File: src/assc_pkg.sv
package assc_pkg;

    // Block geometry
    localparam int NSEQ      = 4;
    localparam int MAX_STEPS = 8;
    localparam int MAX_DEPTH = 8;
    localparam int RES_W     = 10;

    // Register byte offsets
    localparam logic [11:0] OFF_ACT   = 12'h000;
    localparam logic [11:0] OFF_RIS   = 12'h004;
    localparam logic [11:0] OFF_IM    = 12'h008;
    localparam logic [11:0] OFF_ISC   = 12'h00C;
    localparam logic [11:0] OFF_OSTAT = 12'h010;
    localparam logic [11:0] OFF_EMUX  = 12'h014;
    localparam logic [11:0] OFF_USTAT = 12'h018;
    localparam logic [11:0] OFF_PRI   = 12'h020;
    localparam logic [11:0] OFF_PSSI  = 12'h028;
    localparam logic [11:0] OFF_SAC   = 12'h030;
    localparam logic [11:0] OFF_SEQ   = 12'h040;
    localparam logic [11:0] SEQ_SPAN  = 12'h080;
    localparam int          SEQ_SHIFT = 5;
    localparam logic [4:0]  SUB_MUX   = 5'h00;
    localparam logic [4:0]  SUB_CTL   = 5'h04;
    localparam logic [4:0]  SUB_FIFO  = 5'h08;
    localparam logic [4:0]  SUB_FSTAT = 5'h0C;

    // Reset values and field masks
    localparam logic [15:0] RST_PRI  = 16'h3210;
    localparam logic [15:0] PRI_MASK = 16'h3333;
    localparam logic [2:0]  RST_SAC  = 3'h0;
    localparam logic [2:0]  SAC_MAX  = 3'h6;

    // Result FIFO status field positions
    localparam int FST_TAIL  = 0;
    localparam int FST_HEAD  = 4;
    localparam int FST_EMPTY = 8;
    localparam int FST_FULL  = 12;

    // Step control nibble bit positions
    localparam int CTL_DIFF = 0;
    localparam int CTL_END  = 1;
    localparam int CTL_IE   = 2;
    localparam int CTL_TEMP = 3;

    // Trigger codes in the event-select fields
    localparam logic [3:0] TRIG_SW     = 4'h0;
    localparam logic [3:0] TRIG_EXT_LO = 4'h1;
    localparam logic [3:0] TRIG_EXT_HI = 4'h4;
    localparam logic [3:0] TRIG_ALWAYS = 4'hF;

    // Converter clock half-period per crystal selection
    localparam logic [3:0] DIV_HALF [4] = '{4'h1, 4'h1, 4'h2, 4'h3};

    typedef enum logic [3:0] {
        ST_IDLE  = 4'b0001,
        ST_ISSUE = 4'b0010,
        ST_WAIT  = 4'b0100,
        ST_STORE = 4'b1000
    } assc_state_t;

    typedef struct packed {
        logic        psel;
        logic        penable;
        logic        pwrite;
        logic [11:0] paddr;
        logic [31:0] pwdata;
    } assc_apb_req_t;

    typedef struct packed {
        logic       start;
        logic [3:0] chan;
        logic       diff;
        logic       temp;
    } assc_conv_req_t;

endpackage : assc_pkg

File: src/assc_sequencer_ctl.sv
// The implementer's own choices: the APB slave port and the placing of the registers.
`timescale 1ns/1ps
// How it works
// - Each result is a 32-bit FIFO word, value in the low 10 bits.
// - Four independent sequencers, one to eight steps, each with own FIFO.
// - Each step has a 4-bit input select and a 4-bit control nibble.
// - Sequencer runs only when enabled; settings stay writable when disabled.
// - The same input may be selected by several steps of one sequence.
// - Every step with its interrupt enable set raises the sequencer event.
// - Sequence ends after the step carrying end-of-sequence; no more steps.
// - FIFO is circular; reading the result address pops the oldest entry.
// - FIFO status shows head and tail pointers, full and empty.
// - Overflow and underflow recorded per sequencer in two registers.
// - Converter clock is divided down, divider picked from crystal select.
// - Event reaches interrupt controller only when its gate bit is set.
// - Raw status shows ungated events; masked status is raw AND gate.
// - Writing 1 to masked status clears that pending event; 0 does nothing.
// - Concurrent triggers served by priority value, 0 highest.
// - Per-sequencer trigger field, including software and always triggers.
// - Software initiate bit starts a sequencer set to software trigger.
// - Always trigger retriggers forever and may starve lower priorities.
// - Averager accumulates up to 64 conversions into one FIFO entry.
// - After reset averaging is off; results pass straight to the FIFO.
// - One averager, same count for all channels, sequencers and modes.
// - After reset sequencer 0 is highest priority, 3 lowest.
module assc_sequencer_ctl
#(
    parameter int STEPS  [4] = '{8, 4, 4, 1},
    parameter int FDEPTH [4] = '{8, 4, 4, 1}
)
(
    // Clock and reset
    input  wire logic                    mclk,
    input  wire logic                    nrst,
    // Register bus
    input  wire assc_pkg::assc_apb_req_t apbIn,
    output logic [31:0]                  prdata,
    output logic                         pready,
    output logic                         pslverr,
    // Peripheral triggers and crystal selection
    input  wire logic [3:0]              extTrig,
    input  wire logic [1:0]              xtalSel,
    // Converter core
    output assc_pkg::assc_conv_req_t     convReq,
    input  wire logic                    convDone,
    input  wire logic [9:0]              convData,
    output logic                         convClk,
    // Interrupt controller
    output logic [3:0]                   irqOut
);
    import assc_pkg::*;

    // Register state
    logic [3:0]        actEn_ff, im_ff, ris_ff, ovf_ff, unf_ff;
    logic [15:0]       emux_ff, pri_ff;
    logic [2:0]        sac_ff;
    logic [31:0]       mux_ff [NSEQ];
    logic [31:0]       ctl_ff [NSEQ];
    // Engine state
    assc_state_t       state_ff;
    logic [1:0]        cur_ff;
    logic [2:0]        step_ff;
    logic [6:0]        avgCnt_ff;
    logic [15:0]       acc_ff;
    logic [3:0]        pending_ff;
    // Bus answer, converter request, interrupt and divider state
    logic [31:0]       prdata_ff;
    logic              pready_ff, pslverr_ff, popOk_ff;
    assc_conv_req_t    convReq_ff;
    logic [3:0]        irq_ff, divCnt_ff;
    logic              convClk_ff;
    // Combinational
    logic              setup, access, wrEn, rdAcc, hit;
    logic [31:0]       rdVal;
    logic [3:0]        trigHit, startMask, risSet, ovfSet, unfSet;
    logic [3:0]        fifoFull, fifoEmpty, popMask;
    logic [9:0]        fifoHead [NSEQ];
    logic [31:0]       fstat [NSEQ];
    logic [1:0]        pick;
    logic              anyPick, pushEn, stepEnd;
    logic [3:0]        curCtl, curMux;
    logic [9:0]        avgOut;
    logic [3:0]        iscClr;
    logic [1:0]        busSeq;

    function automatic logic inSeq(input logic [11:0] a);
        inSeq = (a >= OFF_SEQ) && (a < OFF_SEQ + SEQ_SPAN);
    endfunction : inSeq

    function automatic logic [1:0] seqOf(input logic [11:0] a);
        logic [11:0] d;
        d = a - OFF_SEQ;
        seqOf = d[SEQ_SHIFT+1:SEQ_SHIFT];
    endfunction : seqOf

    function automatic logic [1:0] priOf(input logic [15:0] p,
                                         input int s);
        priOf = p[4*s +: 2];
    endfunction : priOf

    // APB phases: no wait state, answer in the first access cycle
    assign setup  = apbIn.psel && !apbIn.penable;
    assign access = apbIn.psel && apbIn.penable && pready_ff;
    assign wrEn   = access && apbIn.pwrite;
    assign rdAcc  = access && !apbIn.pwrite;

    // Address decode and read data
    always_comb
    begin
        logic [4:0] sub;
        logic [1:0] s;
        sub = apbIn.paddr[4:0];
        s   = seqOf(apbIn.paddr);
        rdVal = 32'h0;
        hit   = 1'b1;
        if (inSeq(apbIn.paddr))
        begin
            if (sub == SUB_MUX)
                rdVal = mux_ff[s];
            else if (sub == SUB_CTL)
                rdVal = ctl_ff[s];
            else if (sub == SUB_FIFO)
                rdVal = {22'h0, fifoHead[s]};
            else if (sub == SUB_FSTAT)
                rdVal = fstat[s];
            else
                hit = 1'b0;
        end
        else if (apbIn.paddr == OFF_ACT)
            rdVal = {28'h0, actEn_ff};
        else if (apbIn.paddr == OFF_RIS)
            rdVal = {28'h0, ris_ff};
        else if (apbIn.paddr == OFF_IM)
            rdVal = {28'h0, im_ff};
        else if (apbIn.paddr == OFF_ISC)
            rdVal = {28'h0, ris_ff & im_ff};
        else if (apbIn.paddr == OFF_OSTAT)
            rdVal = {28'h0, ovf_ff};
        else if (apbIn.paddr == OFF_EMUX)
            rdVal = {16'h0, emux_ff};
        else if (apbIn.paddr == OFF_USTAT)
            rdVal = {28'h0, unf_ff};
        else if (apbIn.paddr == OFF_PRI)
            rdVal = {16'h0, pri_ff};
        else if (apbIn.paddr == OFF_PSSI)
            rdVal = 32'h0;                             // Write-only
        else if (apbIn.paddr == OFF_SAC)
            rdVal = {29'h0, sac_ff};
        else
            hit = 1'b0;
    end

    // Bus answer; data and pop permission caught in the setup cycle
    always_ff @(posedge mclk or negedge nrst)
    begin
        if (!nrst)
        begin
            prdata_ff  <= 32'h0;
            pready_ff  <= 1'b0;
            pslverr_ff <= 1'b0;
            popOk_ff   <= 1'b0;
        end
        else
        begin
            pready_ff  <= setup;
            pslverr_ff <= setup && !hit;
            if (setup)
            begin
                prdata_ff <= apbIn.pwrite ? 32'h0 : rdVal;
                popOk_ff  <= !fifoEmpty[seqOf(apbIn.paddr)];
            end
        end
    end

    // Software configuration; writable whether or not a sequencer runs
    always_ff @(posedge mclk or negedge nrst)
    begin
        if (!nrst)
        begin
            actEn_ff <= 4'h0;
            im_ff    <= 4'h0;
            emux_ff  <= 16'h0;
            pri_ff   <= RST_PRI;
            sac_ff   <= RST_SAC;
            for (int i = 0; i < NSEQ; i++)
            begin
                mux_ff[i] <= 32'h0;
                ctl_ff[i] <= 32'h0;
            end
        end
        else if (wrEn)
        begin
            if (inSeq(apbIn.paddr))
            begin
                if (apbIn.paddr[4:0] == SUB_MUX)
                    mux_ff[seqOf(apbIn.paddr)] <= apbIn.pwdata;
                else if (apbIn.paddr[4:0] == SUB_CTL)
                    ctl_ff[seqOf(apbIn.paddr)] <= apbIn.pwdata;
            end
            else if (apbIn.paddr == OFF_ACT)
                actEn_ff <= apbIn.pwdata[3:0];
            else if (apbIn.paddr == OFF_IM)
                im_ff <= apbIn.pwdata[3:0];
            else if (apbIn.paddr == OFF_EMUX)
                emux_ff <= apbIn.pwdata[15:0];
            else if (apbIn.paddr == OFF_PRI)
                pri_ff <= apbIn.pwdata[15:0] & PRI_MASK;
            else if (apbIn.paddr == OFF_SAC)
                sac_ff <= (apbIn.pwdata[2:0] > SAC_MAX) ? SAC_MAX
                                                        : apbIn.pwdata[2:0];
        end
    end

    // Trigger selection per sequencer
    generate
        for (genvar s = 0; s < NSEQ; s++)
        begin : g_trig
            logic [3:0] code;
            assign code = emux_ff[4*s +: 4];
            always_comb
            begin
                if (code == TRIG_ALWAYS)
                    trigHit[s] = 1'b1;
                else if (code == TRIG_SW)
                    trigHit[s] = wrEn && (apbIn.paddr == OFF_PSSI)
                                 && apbIn.pwdata[s];
                else if (code >= TRIG_EXT_LO && code <= TRIG_EXT_HI)
                    trigHit[s] = extTrig[2'(code - TRIG_EXT_LO)];
                else
                    trigHit[s] = 1'b0;
            end
        end
    endgenerate

    // Pending triggers; a new trigger wins over the start that clears it
    always_ff @(posedge mclk or negedge nrst)
    begin
        if (!nrst)
            pending_ff <= 4'h0;
        else
            pending_ff <= ((pending_ff & ~startMask) | trigHit)
                          & actEn_ff;
    end

    // Priority pick among enabled pending sequencers
    always_comb
    begin
        pick    = 2'd0;
        anyPick = 1'b0;
        for (int s = 0; s < NSEQ; s++)
        begin
            if (pending_ff[s] && actEn_ff[s] &&
                (!anyPick || priOf(pri_ff, s) < priOf(pri_ff, int'(pick))))
            begin
                pick    = 2'(s);
                anyPick = 1'b1;
            end
        end
    end

    assign startMask = (state_ff == ST_IDLE && anyPick) ? (4'h1 << pick)
                                                        : 4'h0;
    assign curCtl  = ctl_ff[cur_ff][4*step_ff +: 4];
    assign curMux  = mux_ff[cur_ff][4*step_ff +: 4];
    assign pushEn  = (state_ff == ST_STORE);
    assign stepEnd = curCtl[CTL_END] ||
                     (step_ff == 3'(STEPS[cur_ff] - 1));
    assign avgOut  = 10'(acc_ff >> sac_ff);

    // Step engine: issue, wait, accumulate, store
    always_ff @(posedge mclk or negedge nrst)
    begin
        if (!nrst)
        begin
            state_ff  <= ST_IDLE;
            cur_ff    <= 2'd0;
            step_ff   <= 3'd0;
            avgCnt_ff <= 7'd0;
            acc_ff    <= 16'h0;
        end
        else
        begin
            case (state_ff)
                ST_IDLE:
                    if (anyPick)
                    begin
                        cur_ff    <= pick;
                        step_ff   <= 3'd0;
                        avgCnt_ff <= 7'd0;
                        acc_ff    <= 16'h0;
                        state_ff  <= ST_ISSUE;
                    end
                ST_ISSUE:
                    state_ff <= ST_WAIT;
                ST_WAIT:
                    if (convDone)
                    begin
                        acc_ff <= acc_ff + 16'(convData);
                        if (avgCnt_ff == 7'((1 << sac_ff) - 1))
                            state_ff <= ST_STORE;
                        else
                        begin
                            avgCnt_ff <= avgCnt_ff + 7'd1;
                            state_ff  <= ST_ISSUE;
                        end
                    end
                ST_STORE:
                begin
                    avgCnt_ff <= 7'd0;
                    acc_ff    <= 16'h0;
                    if (stepEnd)
                        state_ff <= ST_IDLE;
                    else
                    begin
                        step_ff  <= step_ff + 3'd1;
                        state_ff <= ST_ISSUE;
                    end
                end
                default:
                    state_ff <= ST_IDLE;
            endcase
        end
    end

    // Converter request; start is one cycle per conversion
    always_ff @(posedge mclk or negedge nrst)
    begin
        if (!nrst)
            convReq_ff <= '0;
        else
        begin
            convReq_ff.start <= (state_ff == ST_ISSUE);
            convReq_ff.chan  <= curMux;
            convReq_ff.diff  <= curCtl[CTL_DIFF];
            convReq_ff.temp  <= curCtl[CTL_TEMP];
        end
    end

    // Result FIFOs, one circular buffer per sequencer
    generate
        for (genvar s = 0; s < NSEQ; s++)
        begin : g_fifo
            logic [9:0] mem_ff [MAX_DEPTH];
            logic [2:0] wr_ff, rd_ff;
            logic [3:0] cnt_ff;
            logic       push, pop;
            assign fifoFull[s]  = (cnt_ff == 4'(FDEPTH[s]));
            assign fifoEmpty[s] = (cnt_ff == 4'h0);
            assign push = pushEn && (cur_ff == 2'(s)) && !fifoFull[s];
            assign pop  = popMask[s];
            assign fifoHead[s] = mem_ff[rd_ff];
            assign fstat[s] = {19'h0, fifoFull[s], 3'h0, fifoEmpty[s],
                               1'b0, wr_ff, 1'b0, rd_ff};
            always_ff @(posedge mclk or negedge nrst)
            begin
                if (!nrst)
                begin
                    wr_ff  <= 3'd0;
                    rd_ff  <= 3'd0;
                    cnt_ff <= 4'h0;
                    for (int i = 0; i < MAX_DEPTH; i++)
                        mem_ff[i] <= 10'h0;
                end
                else
                begin
                    if (push)
                    begin
                        mem_ff[wr_ff] <= avgOut;
                        wr_ff <= (wr_ff == 3'(FDEPTH[s] - 1)) ? 3'd0
                                 : wr_ff + 3'd1;
                    end
                    if (pop)
                        rd_ff <= (rd_ff == 3'(FDEPTH[s] - 1)) ? 3'd0
                                 : rd_ff + 3'd1;
                    cnt_ff <= cnt_ff + 4'(push) - 4'(pop);
                end
            end
        end
    endgenerate

    // Status event sources
    always_comb
    begin
        logic fifoRd;
        fifoRd  = rdAcc && inSeq(apbIn.paddr) &&
                  (apbIn.paddr[4:0] == SUB_FIFO);
        popMask = (fifoRd && popOk_ff) ? (4'h1 << seqOf(apbIn.paddr))
                                       : 4'h0;
        unfSet  = (fifoRd && !popOk_ff) ? (4'h1 << seqOf(apbIn.paddr))
                                        : 4'h0;
        ovfSet  = (pushEn && fifoFull[cur_ff]) ? (4'h1 << cur_ff)
                                               : 4'h0;
        risSet  = (pushEn && curCtl[CTL_IE]) ? (4'h1 << cur_ff)
                                             : 4'h0;
        iscClr  = (wrEn && apbIn.paddr == OFF_ISC) ? apbIn.pwdata[3:0]
                                                   : 4'h0;
    end

    // Sticky flags; hardware set wins over a same-cycle clear
    always_ff @(posedge mclk or negedge nrst)
    begin
        if (!nrst)
        begin
            ris_ff <= 4'h0;
            ovf_ff <= 4'h0;
            unf_ff <= 4'h0;
        end
        else
        begin
            ris_ff <= (ris_ff & ~iscClr) | risSet;
            ovf_ff <= (ovf_ff & ~((wrEn && apbIn.paddr == OFF_OSTAT)
                      ? apbIn.pwdata[3:0] : 4'h0)) | ovfSet;
            unf_ff <= (unf_ff & ~((wrEn && apbIn.paddr == OFF_USTAT)
                      ? apbIn.pwdata[3:0] : 4'h0)) | unfSet;
        end
    end

    // Gated interrupt lines
    always_ff @(posedge mclk or negedge nrst)
    begin
        if (!nrst)
            irq_ff <= 4'h0;
        else
            irq_ff <= ris_ff & im_ff;
    end

    // Converter clock divider; ratio follows the crystal selection
    always_ff @(posedge mclk or negedge nrst)
    begin
        if (!nrst)
        begin
            divCnt_ff  <= 4'h0;
            convClk_ff <= 1'b0;
        end
        else if (divCnt_ff >= DIV_HALF[xtalSel] - 4'h1)
        begin
            divCnt_ff  <= 4'h0;
            convClk_ff <= !convClk_ff;
        end
        else
            divCnt_ff <= divCnt_ff + 4'h1;
    end

    assign prdata  = prdata_ff;
    assign pready  = pready_ff;
    assign pslverr = pslverr_ff;
    assign convReq = convReq_ff;
    assign convClk = convClk_ff;
    assign irqOut  = irq_ff;

    // Helper: sequencer addressed by the bus
    assign busSeq = seqOf(apbIn.paddr);

    // Helper: a better-priority enabled sequencer lost the pick
    logic badPick;
    always_comb
    begin
        badPick = 1'b0;
        for (int t = 0; t < NSEQ; t++)
            if (pending_ff[t] && actEn_ff[t] &&
                priOf(pri_ff, t) < priOf(pri_ff, int'(pick)))
                badPick = 1'b1;
    end
endmodule : assc_sequencer_ctl

File: config.mk
export PLATFORM = sky130hd
export DESIGN_NAME = assc_sequencer_ctl
export DESIGN_NICKNAME = d
export VERILOG_FILES = /design/src/assc_pkg.sv /design/src/assc_sequencer_ctl.sv
export SDC_FILE = /design/constraint.sdc
export NUM_CORES = 2
export LEC_CHECK = 0
export BUFFER_PORTS_ARGS = -buffer_cell sky130_fd_sc_hd__buf_2
export CAP_MARGIN = 20
export CELL_PAD_IN_SITES_DETAIL_PLACEMENT = 1
export CELL_PAD_IN_SITES_GLOBAL_PLACEMENT = 2
export CORE_ASPECT_RATIO = 1.25
export CORE_MARGIN = 8
export CORE_UTILIZATION = 47
export DETAILED_ROUTE_END_ITERATION = 7
export HOLD_SLACK_MARGIN = 0.15
export PLACE_DENSITY_LB_ADDON = 0.12
export SETUP_SLACK_MARGIN = 0.4
export SYNTH_ARGS = -nofsm -noshare
export SYNTH_HDL_FRONTEND = slang
export SYNTH_SLANG_ARGS = --single-unit
File: constraint.sdc
create_clock -name mclk -period 7 [get_ports mclk]
set_input_delay 1.4 -clock mclk [delete_from_list [all_inputs] [get_ports mclk]]
set_output_delay 1.4 -clock mclk [all_outputs]
set_load 0.1 [all_outputs]
Word-level counts from Yosys, hierarchy flattened

Cells that the tools add are included.

Add/subtract/negate cells: 28
Magnitude comparators: 37
Equality and inequality tests: 39
Shift operators: 9
Muxes and demuxes: 147
Bitwise operators: 31
Reductions and logical operators: 90

Operators with widths:

| operator            | count |
|---|---|
| $mux 32             | 17 |
| $bmux 32 s2         | 6 |
| $bwmux 80           | 4 |
| $bwmux 128          | 2 |
| $mux 10             | 14 |
| $mux 16             | 8 |
| $bmux 10 s3         | 4 |
| $demux 10 s3        | 4 |
| $demux 32 s2        | 1 |
| $shiftx 32x6->4     | 2 |
| $mux 4              | 14 |
| $pmux 16 s3         | 1 |
| $logic_and 1x1->1   | 46 |
| $mux 3              | 15 |
| $mux 1              | 38 |
| $eq 12x5->1 const B | 3 |
| $eq 12x6->1 const B | 3 |
| $ge 4x4->1 const B  | 8 |
| $logic_not 4->1     | 8 |
| $not 3->4           | 8 |
| $shiftx 16x5->2     | 2 |
| $mux 14             | 2 |
| $add 3x1->3 const B | 9 |
| $and 4x4->4         | 6 |
| other kinds (65)    | 156 |

Flip-flop bits (word level): 750
Output and inout bits: 46
Logic and storage cells: 458

Depth between registers and ports, before layout

Depth after elaboration: 22
Mapped depth: 20
Gate-level depth less buffers: 20

Worst setup path before layout

Ideal clock, no wire load.

Path kind: input-to-reg
Start point: input apbIn[35] in the netlist's numbering
End point: register g_fifo[2].cnt_ff[2]
Library setup time: 123 ps
Data arrival time: 3822 ps
Required time: 6877 ps
Path slack: 3055 ps
Cell stages on the path: 11
Path buffers: 1
Path through: clkbuf_1 -> nand3_1 -> nor4_1 -> nand2_1 -> nor2_1 -> ha_1 -> inv_1 -> ha_1 -> inv_1 -> fa_1 -> xnor2_1

Cells in the longest elaborated chain, start to end: 7

RTL lines:

| item                                       | RTL line                  | RTL |
|---|---|---|
| from (decl)                                | assc_sequencer_ctl.sv:36  | `input wire assc_pkg::assc_apb_req_t apbIn,` |
| $ge 12x7->1 or $lt 12x8->1 (tied branches) | assc_sequencer_ctl.sv:87  | `inSeq = (a >= OFF_SEQ) && (a < OFF_SEQ + SEQ_SPAN);` |
| $logic_and 1x1->1                          | assc_sequencer_ctl.sv:87  |  |
| $logic_and 1x1->1 (2 in series)            | assc_sequencer_ctl.sv:385 | `fifoRd = rdAcc && inSeq(apbIn.paddr) &&` |
| $logic_and 1x1->1                          | assc_sequencer_ctl.sv:387 | `popMask = (fifoRd && popOk_ff) ? (4'h1 << seqOf(apbIn.paddr))` |
| $mux 4 (*)                                 | assc_sequencer_ctl.sv:387 |  |
| via popMask[2]                             | assc_sequencer_ctl.sv:76  | `logic [3:0] fifoFull, fifoEmpty, popMask;` |
| $sub 4x1->4 (*)                            | assc_sequencer_ctl.sv:375 | `cnt_ff <= cnt_ff + 4'(push) - 4'(pop);` |
| to (signal assigned)                       | assc_sequencer_ctl.sv:375 |  |
| to (decl)                                  | assc_sequencer_ctl.sv:345 | `logic [3:0] cnt_ff;` |

The timed path passes the listed nets; every way through them passes the cells marked *.
A chain may end at the register's enable or synchronous reset.

Worst setup path after layout

Start point: input apbIn[40] in the netlist's numbering
End point: register g_fifo[2].cnt_ff[2]

Cells in the longest elaborated chain, start to end: 7

RTL lines:

| item                                       | RTL line |
|---|---|
| $ge 12x7->1 or $lt 12x8->1 (tied branches) | assc_sequencer_ctl.sv:87 |
| $logic_and 1x1->1 (*)                      | assc_sequencer_ctl.sv:87 |
| $logic_and 1x1->1 (*) (2 in series)        | assc_sequencer_ctl.sv:385 |
| $logic_and 1x1->1 (*)                      | assc_sequencer_ctl.sv:387 |
| $mux 4 (*)                                 | assc_sequencer_ctl.sv:387 |
| via popMask[2]                             | assc_sequencer_ctl.sv:76 |
| $sub 4x1->4 (*)                            | assc_sequencer_ctl.sv:375 |

Marked as above.

==> results.tsv <==
stage	metric	value	unit
clocking	H-tree lvl count	3	
status	outcome	complete, no violations	
route	met2 routed WL	62200	um
setup_path	r2r setup slk	3010	ps
timing	Period Utilization, post-route	0.702	
setup_path	CP arrival	5450	ps
min_path	Hold Crit Class	flop to flop	
logic_synthesis	Synth async-reset ratio	1.00	
setup_path	Critical Path Start Type	primary input	
setup_path	RR Startpoint	pri_ff[1]$_DFFE_PN0P_	
route	DR vias	26800	
min_path	hold endpoint	convClk$_DFFE_PN0N_	
grt	largest net degree at the start of global routing	182	
timing	unrepaired setup endpoints after global routing	no	
power_and_ir_drop	Leak	18.9	nW
timing	setup tns final	0	ps
floorplanning	Die Ht	334	um
route	Residual DRC	0	
grt	GRT overflow	0	
logic_synthesis	Seq cells post-synth	750	
route	highest routed layer	met5	
route	WL final	121000	um
power_and_ir_drop	P per Cell Area	223	nW/um2
clocking	Hold-fix buffers, CTS	0	
grt	GRT Total Usage	0.268	
power_and_ir_drop	Worst VDD drop	0.203	mV
logic_synthesis	predominant post-synthesis flop cell	dfrtp_1	
grt	initial antenna violation count	5	
power_and_ir_drop	total power	9.40	mW
min_path	hold path depth	1	
placement	dpl hpwl	82700	um
timing	Hold Vio Cnt, Final	0	
flow_run	number of max-cap violations	0	
cells_and_area	Core Util, Final	0.527	
clocking	clk_lat worst skew	650	ps
clocking	Post-CTS Setup Repair Bufs	0	
placement	PortBufs	111	
setup_path	R2R cell count	18	
logic_synthesis	Cells after Synth	3164	
placement	dpl cells	4151	
route	Vias/cell	6.23	
clocking	Clock Tree Buf Depth	3	
floorplanning	die area	90100	um2
logic_synthesis	Netlist cell types	89	
cells_and_area	share of layout cells above drive strength 1	0.285	
route	initial DRC count	1927	
logic_synthesis	sequential fraction of the synthesis area	0.495	
route	ANT nets after route	0	
route	TritonRoute pass-1 iters	5	
clocking	TritonCTS Buffers	80	
setup_path	WP data required	7530	ps
grt	vias in the first global route	29100	
cells_and_area	Final Non-Filler Cells	4301	
timing	final setup fails	0	
setup_path	crit path max fanout	14	
clocking	# resized after CTS	0	
route	Met3 Wirelength	5840	um
setup_path	family with the most delay on the worst path	simple AND/OR/NAND/NOR gates	
floorplanning	Core Area	80000	um2
setup_path	CP endpoint kind	flop	
floorplanning	I/O pin count	112	
clocking	CTS tree	built	
logic_synthesis	Post-synth EDFFs	0	
timing	normalized max-slew margin	0.217	
setup_path	CP max stage delay	850	ps
logic_synthesis	Synth warnings	0	
placement	gpl congestion	0.914	
logic_synthesis	Avg Cell Area, Syn	12.0	um2
route	wire per inst	28.2	um
timing	clock skew	33.6	ps
clocking	CTS Root Cell	clkbuf_16	
cells_and_area	fillers	8184	
min_path	min-delay src	convClk$_DFFE_PN0N_	
floorplanning	Row Count	116	
setup_path	cell chain of the critical path	buf_2 -> nor4_1 -> nand2_1 -> nor4_1 -> nand2_1 -> nor2_1 -> ha_1 -> inv_1 -> ha_1 -> inv_1 -> fa_1 -> xnor2_1	
clocking	clk slew on worst S/H paths	60	ps
clocking	clock sinks	750	
route	met1 wire length	48900	um
placement	dpl ws	1490	ps
setup_path	crit path kind	primary input to flop	
timing	Final min period	4920	ps
logic_synthesis	Synth Cell Area	37900	um2
floorplanning	die width	270	um
grt	first-pass GRT wire length	187000	um
timing	fin. max-slew vios	0	
cells_and_area	nets	3317	
floorplanning	Starting Density	0.474	
timing	Least-Margin Pin Slew	1170	ps
setup_path	crit path buf inv count	3	
cells_and_area	Layout area overhead	11.2	%
setup_path	Worst path slowest cell	nor4_1	
timing	Peak Freq	203	MHz
timing	Setup WS post-layout	2080	ps
setup_path	Reg2Reg Capture Point	pending_ff[0]$_DFF_PN0_	
==> power by group <==
group	leakage, nW	switching [mW]	internal [mW]
logic	7.22	0.435	0.144
registers	10.3	0.0289	4.37
clock network	1.36	1.84	2.59
==> registers in the layout (all words and copies together) (netlist names), 7 cells and up <==
register / cells
mux_ff: 128
g_fifo.mem_ff: 320
convReq: 7
pri_ff: 8
g_fifo.cnt_ff: 16
avgCnt_ff: 7
g_fifo.rd_ff: 12
ctl_ff: 128
acc_ff: 16
prdata: 32
emux_ff: 16
g_fifo.wr_ff: 12
==> final cells by class <==
class / instances / area (um2) / area share
Antenna cell: 3 / 7.51 / 0.000178
Sequential cell: 750 / 18800 / 0.445
Clock buffer: 120 / 2460 / 0.0584
Multi-Input combinational cell: 2117 / 18000 / 0.428
Clock inverter: 24 / 272 / 0.00644
Tap cell: 1062 / 1330 / 0.0315
Timing Repair Buffer: 161 / 1030 / 0.0244
Inverter: 64 / 245 / 0.00581
==> routing by layer <==
| layer | vias up | GRT usage |
|---|---|---|
| li1 | 11600 | - |
| met1 | 14300 | 0.339 |
| met2 | 715 | 0.469 |
| met3 | 208 | 0.0410 |
| met4 | 4 | 0.0932 |
| met5 | - | 0 |
==> cells by family (layout without fill, tap and decap cells) <==
group,after synthesis,after routing,synth area share
DFF,750,750,0.495
AOI/OAI and AO/OA,624,624,0.0964
adders and majority gates,77,77,0.0264
other,1,5,0.0000989
xor gates and xnor gates,29,29,0.00670
muxes,607,607,0.244
and+or+nand+nor,778,778,0.0990
buffers and inverters,298,369,0.0329
==> worst max path at each step <==
stage	from	end	slack [ps]	depth (start not counted)
after floorplan	apbIn[35]	g_fifo[2].cnt_ff[2]$_DFF_PN0_	3060	11
final	apbIn[40]	g_fifo[2].cnt_ff[2]$_DFF_PN0_	2080	12
after detailed placement	apbIn[40]	g_fifo[2].cnt_ff[2]$_DFF_PN0_	1490	12
after global placement	apbIn[40]	g_fifo[2].cnt_ff[1]$_DFF_PN0_	1750	12
after CTS	apbIn[40]	g_fifo[2].cnt_ff[2]$_DFF_PN0_	2170	12
after global routing	apbIn[40]	g_fifo[2].cnt_ff[2]$_DFF_PN0_	1870	12
==> stage by stage <==
stage	hold WS [ps]	instance area [um2]
final	464	42200
after CTS	469	42100
after floorplan	442	37900
after global placement	453	39400
after detailed placement	455	39400
after global routing	482	42200
==> synth_stat cells (all sizes together), types with 14 or more instances <==
master	count	area [um2]
nor2	235	926
o21ai	239	1200
clkbuf	140	526
mux4	219	4930
a21oi	202	1040
ha	72	901
a31oi	19	119
inv	59	226
and2	18	113
a22oi	33	248
nor3	38	244
mux2i	54	541
nor2b	18	113
mux2	334	3770
nor4	16	188
nand2b	18	113
nand3	40	200
dfrtp	745	18600
nand2	328	1240
a211oi	14	105
buf	94	475
xor2	17	149
==> cells in the final DEF (no fill, tap or decap), types with 31 or more instances in the layout <==
| cell | netlist | final |
|---|---|---|
| a21oi_1 | 197 | 193 |
| mux4_2 | 219 | 219 |
| nand2_1 | 326 | 323 |
| o21ai_0 | 239 | 239 |
| mux2i_1 | 54 | 50 |
| buf_4 | 5 | 45 |
| buf_2 | 53 | 108 |
| inv_1 | 56 | 56 |
| nor3_1 | 31 | 31 |
| a22oi_1 | 33 | 33 |
| dfrtp_1 | 745 | 742 |
| nor2_1 | 227 | 224 |
| clkbuf_16 | 0 | 81 |
| nand3_1 | 40 | 40 |
| mux2_2 | 331 | 331 |
| ha_1 | 72 | 72 |
(Power assumes the default switching activity.)
